**src/abcd_pkg.sv**
```systemverilog
// Package of encodings, widths and phase codes for the AND and bit-clear decoder
`default_nettype none
package abcd_pkg;
    // ****************************************
    // Widths
    // ****************************************
    localparam int DATA_W = 8;
    localparam int INSN_W = 16;
    localparam int ADDR_W = 8;
    localparam int BITPOS_W = 3;

    // ****************************************
    // Instruction fields
    // ****************************************
    localparam int AND_OP_MSB = 15;
    localparam int AND_OP_LSB = 9;
    localparam logic [6:0] AND_OPCODE = 7'h05;
    localparam int AND_DEST_BIT = 8;
    localparam int CLR_OP_MSB = 15;
    localparam int CLR_OP_LSB = 11;
    localparam logic [4:0] CLR_OPCODE = 5'h11;
    localparam int CLR_POS_MSB = 10;
    localparam int CLR_POS_LSB = 8;
    localparam int ADDR_MSB = 7;
    localparam int ADDR_LSB = 0;

    // ****************************************
    // Reset values
    // ****************************************
    localparam logic [7:0] WORK_RESET = 8'h00;
    localparam logic ZERO_RESET = 1'b0;

    // ****************************************
    // Phases of one instruction cycle
    // ****************************************
    typedef enum logic [3:0] {
        PH_DECODE = 4'h1,
        PH_READ = 4'h2,
        PH_EXEC = 4'h4,
        PH_WRITE = 4'h8
    } abcd_phase_t;
endpackage
`default_nettype wire

```
**src/abcd_alu.sv**
```systemverilog
// Combinational execute unit for the AND and bit-clear operations
`timescale 1ns/1ps
`default_nettype none
module abcd_alu (
    input wire logic [7:0] opa,
    input wire logic [7:0] opb,
    input wire logic [2:0] bit_pos,
    input wire logic sel_clear,
    output logic [7:0] result,
    output logic is_zero
);
    always_comb begin
        if (sel_clear) begin
            result = opb & ~(8'h01 << bit_pos); // RL3
        end else begin
            result = opa & opb; // RL1
        end
        is_zero = (result == 8'h00);
    end
endmodule
`default_nettype wire

```
**src/abcd_core.sv**
```systemverilog
// Four-phase decode and execute of the AND-with-file and bit-clear words
//
// Behaviour
// RL1: and_working_with_file ANDs W with f into W (d=0) or f (d=1); Z only.
// RL2: and_working_with_file is top bits 0000101, then d, then 8-bit f.
// RL3: single_bit_clear forces bit b of f to zero, keeps the rest, no flag.
// RL4: single_bit_clear is top bits 10001, then 3-bit b, then 8-bit f.
// RL5: One word, one cycle of four phases: decode, read, execute, write.
`timescale 1ns/1ps
`default_nettype none
module abcd_core (
    input wire logic CLK,
    input wire logic NRST,
    input wire logic INSN_VALID,
    input wire logic [15:0] INSN,
    output logic INSN_READY,
    output logic [7:0] FILE_ADDR,
    output logic FILE_RD,
    input wire logic [7:0] FILE_RDATA,
    output logic FILE_WR,
    output logic [7:0] FILE_WDATA,
    output logic [7:0] WORKING_REGISTER,
    output logic ZERO_FLAG,
    output logic ILLEGAL,
    output logic DONE
);
    // ****************************************
    // Decode helpers
    // ****************************************
    function automatic logic is_and(input logic [15:0] w);
        return w[abcd_pkg::AND_OP_MSB:abcd_pkg::AND_OP_LSB]
            == abcd_pkg::AND_OPCODE; // RL2
    endfunction

    function automatic logic is_clr(input logic [15:0] w);
        return w[abcd_pkg::CLR_OP_MSB:abcd_pkg::CLR_OP_LSB]
            == abcd_pkg::CLR_OPCODE; // RL4
    endfunction

    function automatic logic is_legal(input logic [15:0] w);
        return is_and(w) || is_clr(w);
    endfunction

    abcd_pkg::abcd_phase_t phase_q;
    logic [15:0] insn_q;
    logic op_and_q;
    logic op_clr_q;
    logic [7:0] opnd_q;
    logic [7:0] res_q;
    logic zero_q;
    logic [7:0] alu_res;
    logic alu_zero;
    logic dest_file;
    logic take_word;
    logic word_legal;
    logic [7:0] word_addr;
    logic [2:0] held_pos;

    assign INSN_READY = (phase_q == abcd_pkg::PH_DECODE);

    // ****************************************
    // Word fields
    // ****************************************
    // A word is taken only while ready, so a word offered in a busy phase
    // waits at the port instead of being lost
    assign take_word = INSN_READY && INSN_VALID;
    assign word_legal = is_legal(INSN);
    assign word_addr = INSN[abcd_pkg::ADDR_MSB:abcd_pkg::ADDR_LSB];
    assign held_pos = insn_q[abcd_pkg::CLR_POS_MSB:abcd_pkg::CLR_POS_LSB];
    // The bit-clear word reuses bit 8 as the low position bit, so the
    // destination select only counts for the AND
    assign dest_file = op_clr_q | insn_q[abcd_pkg::AND_DEST_BIT];

    // ****************************************
    // Phase sequencer
    // ****************************************
    always_ff @(posedge CLK) begin
        if (!NRST) begin
            phase_q <= abcd_pkg::PH_DECODE;
        end else begin
            // An illegal word leaves the sequencer in decode, so the next
            // word may be offered on the very next clock
            case (phase_q) // RL5
                abcd_pkg::PH_DECODE: begin
                    if (take_word && word_legal) begin
                        phase_q <= abcd_pkg::PH_READ;
                    end
                end
                // Read, execute and write each take one clock
                abcd_pkg::PH_READ: phase_q <= abcd_pkg::PH_EXEC;
                abcd_pkg::PH_EXEC: phase_q <= abcd_pkg::PH_WRITE;
                abcd_pkg::PH_WRITE: phase_q <= abcd_pkg::PH_DECODE;
                default: phase_q <= abcd_pkg::PH_DECODE;
            endcase
        end
    end

    // ****************************************
    // Decode latch
    // ****************************************
    always_ff @(posedge CLK) begin
        if (!NRST) begin
            insn_q <= 16'h0000;
            op_and_q <= 1'b0;
            op_clr_q <= 1'b0;
        end else begin
            // Latched on every word taken while ready; only a legal one starts phases
            if (take_word) begin
                insn_q <= INSN;
                op_and_q <= is_and(INSN); // RL2
                op_clr_q <= is_clr(INSN); // RL4
            end
        end
    end

    // ****************************************
    // Illegal word flag
    // ****************************************
    always_ff @(posedge CLK) begin
        if (!NRST) begin
            ILLEGAL <= 1'b0;
        end else begin
            ILLEGAL <= take_word && !word_legal; // RL2 RL4
        end
    end

    // ****************************************
    // File access
    // ****************************************
    always_ff @(posedge CLK) begin
        if (!NRST) begin
            FILE_ADDR <= 8'h00;
            FILE_RD <= 1'b0;
        end else begin
            FILE_RD <= 1'b0;
            // The address stays put after the read, so the write phase
            // reuses it
            if (take_word && word_legal) begin
                FILE_ADDR <= word_addr;
                FILE_RD <= 1'b1; // RL5
            end
        end
    end

    // Read data is taken at the end of the read phase, while FILE_RD is
    // high; the file side must answer within that same cycle
    always_ff @(posedge CLK) begin
        if (!NRST) begin
            opnd_q <= 8'h00;
        end else if (phase_q == abcd_pkg::PH_READ) begin
            opnd_q <= FILE_RDATA;
        end
    end

    // One ALU serves both words, steered by the latched opcode
    abcd_alu abcd_alu_inst (
        .opa(WORKING_REGISTER),
        .opb(opnd_q),
        .bit_pos(held_pos),
        .sel_clear(op_clr_q),
        .result(alu_res),
        .is_zero(alu_zero)
    );

    // ****************************************
    // Execute
    // ****************************************
    always_ff @(posedge CLK) begin
        if (!NRST) begin
            res_q <= 8'h00;
            zero_q <= 1'b0;
        end else if (phase_q == abcd_pkg::PH_EXEC) begin
            // The working register is used as it stands in the execute phase
            res_q <= alu_res;
            zero_q <= alu_zero;
        end
    end

    // ****************************************
    // Write back
    // ****************************************
    always_ff @(posedge CLK) begin
        if (!NRST) begin
            FILE_WR <= 1'b0;
            FILE_WDATA <= 8'h00;
        end else begin
            FILE_WR <= 1'b0;
            if (phase_q == abcd_pkg::PH_WRITE && dest_file) begin
                FILE_WR <= 1'b1; // RL1
                FILE_WDATA <= res_q; // RL3
            end
        end
    end

    // Every legal word ends with one DONE pulse, whatever its destination
    always_ff @(posedge CLK) begin
        if (!NRST) begin
            DONE <= 1'b0;
        end else begin
            DONE <= (phase_q == abcd_pkg::PH_WRITE); // RL5
        end
    end

    // Only an AND with d=0 lands in the working register
    always_ff @(posedge CLK) begin
        if (!NRST) begin
            WORKING_REGISTER <= abcd_pkg::WORK_RESET;
        end else if (phase_q == abcd_pkg::PH_WRITE && op_and_q
                     && !dest_file) begin
            WORKING_REGISTER <= res_q; // RL1
        end
    end

    // Only the AND touches the zero flag
    always_ff @(posedge CLK) begin
        if (!NRST) begin
            ZERO_FLAG <= abcd_pkg::ZERO_RESET;
        end else if (phase_q == abcd_pkg::PH_WRITE && op_and_q) begin
            ZERO_FLAG <= zero_q; // RL1
        end
    end
endmodule
`default_nettype wire

```
**config.mk**
```make
export PLATFORM = sky130hd
export DESIGN_NAME = abcd_core
export DESIGN_NICKNAME = d
export VERILOG_FILES = /design/src/abcd_pkg.sv /design/src/abcd_alu.sv /design/src/abcd_core.sv
export SDC_FILE = /design/constraint.sdc
export NUM_CORES = 1
export LEC_CHECK = 0
export ABC_AREA = 1
export BUFFER_PORTS_ARGS = -buffer_cell sky130_fd_sc_hd__buf_2
export CAP_MARGIN = 20
export CORE_MARGIN = 1.5
export CORE_UTILIZATION = 50
export DETAILED_ROUTE_END_ITERATION = 6
export PLACE_DENSITY = 0.74
export SETUP_SLACK_MARGIN = 0.2
export SYNTH_ARGS = -nofsm -noshare
export SYNTH_HDL_FRONTEND = slang
export SYNTH_SLANG_ARGS = --single-unit
export TNS_END_PERCENT = 30
```
**constraint.sdc**
```tcl
create_clock -name CLK -period 3.33 [get_ports CLK]
set_input_delay 0.1665 -clock CLK [delete_from_list [all_inputs] [get_ports CLK]]
set_output_delay 0.1665 -clock CLK [all_outputs]
set_load 0.02 [all_outputs]
```
Word level (Yosys, flattened, before mapping). Index checks and enable logic that the tools add are counted.

Register bits after elaboration: 63. Output and inout bits: 30.

Reduce and logical (&&, ||, !) cells: 10. Equal/unequal tests: 7. Shift-type cells: 1. Mux-type cells: 5. Bitwise gates (word level): 4.

Operators with widths (number): $and A8 B8 Y8 (2); $pmux W4 S3 (1); $logic_not A8 Y1 (1); $mux W8 (1); $not A8 Y8 (1); $shl A1 B3 Y8 const A (1); $eq A7 B3 Y1 const B (1); $logic_and A1 B1 Y1 (6); $eq A5 B5 Y1 const B (1); $eq A4 B1 Y1 const B (1); $eq A4 B2 Y1 const B (1); $eq A4 B3 Y1 const B (1); $eq A4 B4 Y1 const B (1); $mux W4 (1); $logic_not A1 Y1 (2); $mux W1 (2); $ne A2 B1 Y1 const B (1); $logic_or A1 B1 Y1 (1); $or A1 B1 Y1 (1).

Depth between registers and ports, before layout.
Depth after elaboration: 5. Depth in mapped cells: 9. Mapped depth without buffers: 9.

Hierarchy. Synthesis repeated with hierarchy kept, for this count alone.

Cell total of the unflattened synthesis: 337. Area total of the unflattened synthesis: 2403.6 µm².

Modules (own cells, without submodules): abcd_core (area each 2135.8 µm², cells each 273, seq. area each 1101.1 µm², instances 1); abcd_alu (area each 267.8 µm², cells each 64, seq. area each 0.0 µm², instances 1).

Worst setup path before layout. Ideal clock, no wire load.

Path type: register to register. Start point: register phase_q[2]. End point: register FILE_ADDR[0]. Period minus slack after synthesis: 1282 ps. Buffers on the path: 1. Path slack: 2048 ps. Setup time: 113 ps. Required time: 3217 ps. Data arrival time: 1169 ps. Cell stages (with the launch flop): 10. Cells stage by stage: dfxtp_1 nor2_2 nand3_2 inv_2 nand2_4 inv_4 nand2_4 buf_6 o21ai_1 nor2_1.

Longest elaborated chain between the ends: 3.

RTL lines: from (decl) (line abcd_core.sv:44) `abcd_pkg::abcd_phase_t phase_q;`; from (signal assigned) (line abcd_core.sv:79) `phase_q <= abcd_pkg::PH_DECODE;`; from (signal assigned) (line abcd_core.sv:86) `phase_q <= abcd_pkg::PH_READ;`; from (signal assigned) (line abcd_core.sv:90) `abcd_pkg::PH_READ: phase_q <= abcd_pkg::PH_EXEC;`; $eq A4 B1 Y1 (line abcd_core.sv:59) `assign INSN_READY = (phase_q == abcd_pkg::PH_DECODE);`; via INSN_READY (line abcd_core.sv:16) `output logic INSN_READY,`; $logic_and A1 B1 Y1 (line abcd_core.sv:66) `assign take_word = INSN_READY && INSN_VALID;`; $logic_and A1 B1 Y1 (line abcd_core.sv:138) `if (take_word && word_legal) begin`; to (signal assigned) (line abcd_core.sv:139) `FILE_ADDR <= word_addr;`; to (decl) (line abcd_core.sv:17) `output logic [7:0] FILE_ADDR,`.

The timed path passes the listed nets, and every way through them passes these cells. A chain may end at the register's enable or synchronous reset.

Worst setup path after layout.
Start point: register phase_q[0]. End point: register WORKING_REGISTER[3].

Longest elaborated chain between the ends: 3.

RTL lines: $eq A4 B4 Y1 (line abcd_core.sv:208) `end else if (phase_q == abcd_pkg::PH_WRITE && op_and_q`; $logic_and A1 B1 Y1 (line abcd_core.sv:208); $logic_and A1 B1 Y1 (line abcd_core.sv:209) `&& !dest_file) begin`; to (signal assigned) (line abcd_core.sv:207) `WORKING_REGISTER <= abcd_pkg::WORK_RESET;`; to (signal assigned) (line abcd_core.sv:210) `WORKING_REGISTER <= res_q;`; to (decl) (line abcd_core.sv:22) `output logic [7:0] WORKING_REGISTER,`.

No other way between the ends.

==> flow_metrics.py <==
metrics = {
    "critical_path": {
        "cp_top_family": "simple AND/OR/NAND/NOR gates",
        "path_max_fanout": 12,
        "slowest_delay_ps": 370,
        "criticalPathCategory": "flip-flop to flip-flop",
        "critical_path_buf_inv_count": 1,
        "critPathArrivalTime_ps": 1800,
        "crit_chain": "inv_1 -> nand2_2 -> nor3_4 -> nand3_2 -> o21ai_0 -> nor2_1",
        "cpMaxStageDelayCell": "nor3_4",
        "crit_required_ps": 3520,
        "endpoint_kind": "flip-flop",
        "cp-start-kind": "flip-flop",
    },
    "min_path": {
        "min_path_type": "primary input to flip-flop",
    },
    "detailed_routing": {
        "dr.pass1.iters": 5,
        "drt_iter0_drc": 109,
        "num_vias": 1880,
        "drc": 0,
        "viasPerCell": 4.896,
        "wl_um": 4410,
        "ant_nets": 0,
        "avgRoutedWirePerCell_um": 11.48,
    },
    "placement": {
        "gp_congestion": 0.8022,
        "dpl_cell_area_sq_um": 2444,
        "portBuffers": 56,
        "placed_cells": 378,
        "place_hpwl_um": 3311,
    },
    "grt": {
        "grt_max_degree": 38,
        "grt_pass1_vias": 1639,
        "use_met3_pct": 5.032,
        "grt_use_met1_pct": 26.55,
        "overflow": 0,
        "busiest_layer": "met2",
        "track_usage_pct": 20.82,
        "grt_first_pass_wirelength_um": 7224,
        "grt_antenna_before_repair": 0,
        "use_met2_pct": 34.13,
    },
    "logic_synthesis": {
        "syn_area_sq_um": 2157,
        "async_flop_share_pct": 0,
        "synth-edff-count": 0,
        "post-synth-top-area-cell": "dfxtp_1",
        "netlist_instances": 282,
        "ys_seq_elements": 55,
        "ys_seq_area_share_pct": 51.04,
        "post_synth.cell_area_avg_sq_um": 7.649,
        "synth-warning-count": 0,
        "synth_ff_type": "dfxtp_1",
        "synth_top_area_share_pct": 51.04,
        "synth_cell_types": 26,
        "synth.area.top_cells": "dfxtp_1 51%, nor2_1 10%, o21ai_0 7.7%",
        "synth_fp_nets": 309,
    },
    "sta": {
        "finalSetupViolations": 0,
        "fin_crit_ps": 1610,
        "hold_viol_final": 0,
        "max_freq_mhz": 621.1,
        "post-route-period-util_pct": 48.35,
        "slew_violations": 0,
        "worstMarginPinSlew_ps": 533.9,
        "finalSetupTns_ps": 0,
        "relSlewSlack_pct": 64.41,
        "clock_skew_ps": 3.231,
        "rsz0062_at_grt": "no",
        "holdWs_ps": 88.85,
    },
    "clocking": {
        "ctsHoldBuffers": 0,
        "cts_resized": 0,
        "cts_tree": "built",
        "cts_made_buffers": 5,
        "path_clk_slew_ps": 90,
        "clkSinkCount": 55,
        "clk_latency_ps": 300,
        "post-cts-setup-buffers": 0,
        "h-tree-depth": 2,
        "cts_root_buf": "clkbuf_8",
        "cts_buffer_depth": 2,
    },
    "layout": {
        "mostFrequentLayoutCell": "nor2_1",
        "layout.nets": 362,
        "final_cell_mix": "58 x nor2_1, 56 x buf_2, 55 x dfxtp_1, 39 x nand2_1, 33 x o21ai_0",
        "drive_gt1_share_pct": 23.05,
        "register_area_sq_um": 1101,
        "num_antenna_cells": 0,
        "syn_to_final_growth_pct": 16.65,
        "layoutNonFillerInstCount": 384,
        "fill_cells": 401,
        "design_area_sq_um": 2516,
        "multi_input_area_sq_um": 907.1,
    },
    "power_and_ir_drop": {
        "total_power_uw": 1057,
        "leakagePower_uw": 0.001153,
        "vdd_drop_max_v": 0.0002138,
        "p_per_area_nw_per_um2": 420.2,
    },
    "floorplan": {
        "fp.dieH_um": 68.68,
        "fp.coreArea_sq_um": 4086,
        "die_width_um": 68.68,
        "die-area_sq_um": 4717,
        "ios": 57,
        "row_count": 23,
        "start_util_pct": 52.79,
    },
    "job": {
        "cap_violations": 0,
    },
    "outcome": {
        "status": "completed",
    },
}
sequential cells by signal (all words and copies together) (netlist names), 3 cells and up:
signal	cells
WORKING_REGISTER	8
FILE_ADDR	8
opnd_q	8
res_q	8
insn_q	3
FILE_WDATA	8
phase_q	4
worst register-to-register path, stage by stage, from the launching register on:
cell     delay (ps)
dfxtp_1         360
inv_1            80
nand2_2          90
nor3_4          370
nand3_2         280
o21ai_0         270
nor2_1           60
kinds of logic after synthesis:
group | count (synthesis) | synth area share, %
AOI/OAI and AO/OA | 68 | 16.07
buffers and inverters | 34 | 6.902
DFF | 55 | 51.04
and+or+nand+nor | 125 | 25.99
cell usage after synthesis, drive strengths merged (3+ instances only):
cell,count
clkbuf,4
inv,23
nor2,60
nand3,18
nor3,3
dfxtp,55
nand2,42
o21ai,41
a21oi,26
buf,6
routing by layer:
layer | routed length [um] | vias to the layer above
met5 | 0 | -
met4 | 63 | 0
met3 | 218 | 5
met2 | 2051 | 45
met1 | 2076 | 816
li1 | - | 1014
power breakdown:
group	switching [uW]	total [uW]	internal, uW
clock network	190	331	141
registers	3.92	667	663
logic	37.0	59.6	22.6
total	231	1060	826
path summary, 6_finish.rpt:
check	start	end	slack [ps]	depth (start not counted)
min reg2reg	FILE_WDATA[3]	FILE_WDATA[3]	460	2
max	phase_q[0]	WORKING_REGISTER[3]	1720	6
min	FILE_RDATA[4]	opnd_q[4]	90	3
max reg2reg	phase_q[0]	WORKING_REGISTER[3]	1720	6
final cells by class:
class	instances	area share (%)
Clock buffer	6	2.884
Tap cell	50	2.486
Multi-Input combinational cell	193	36.05
Timing Repair Buffer	56	11.14
Inverter	24	3.680
Sequential cell	55	43.76
per-stage QoR:
stage,util (%),setup WS (ps)
after floorplan,-,2048
final,61.57,1720
after detailed placement,59.80,1666
after CTS,61.57,1727
after global placement,59.80,1708
after global routing,61.57,1522
Power figures use the tool's default switching activity.
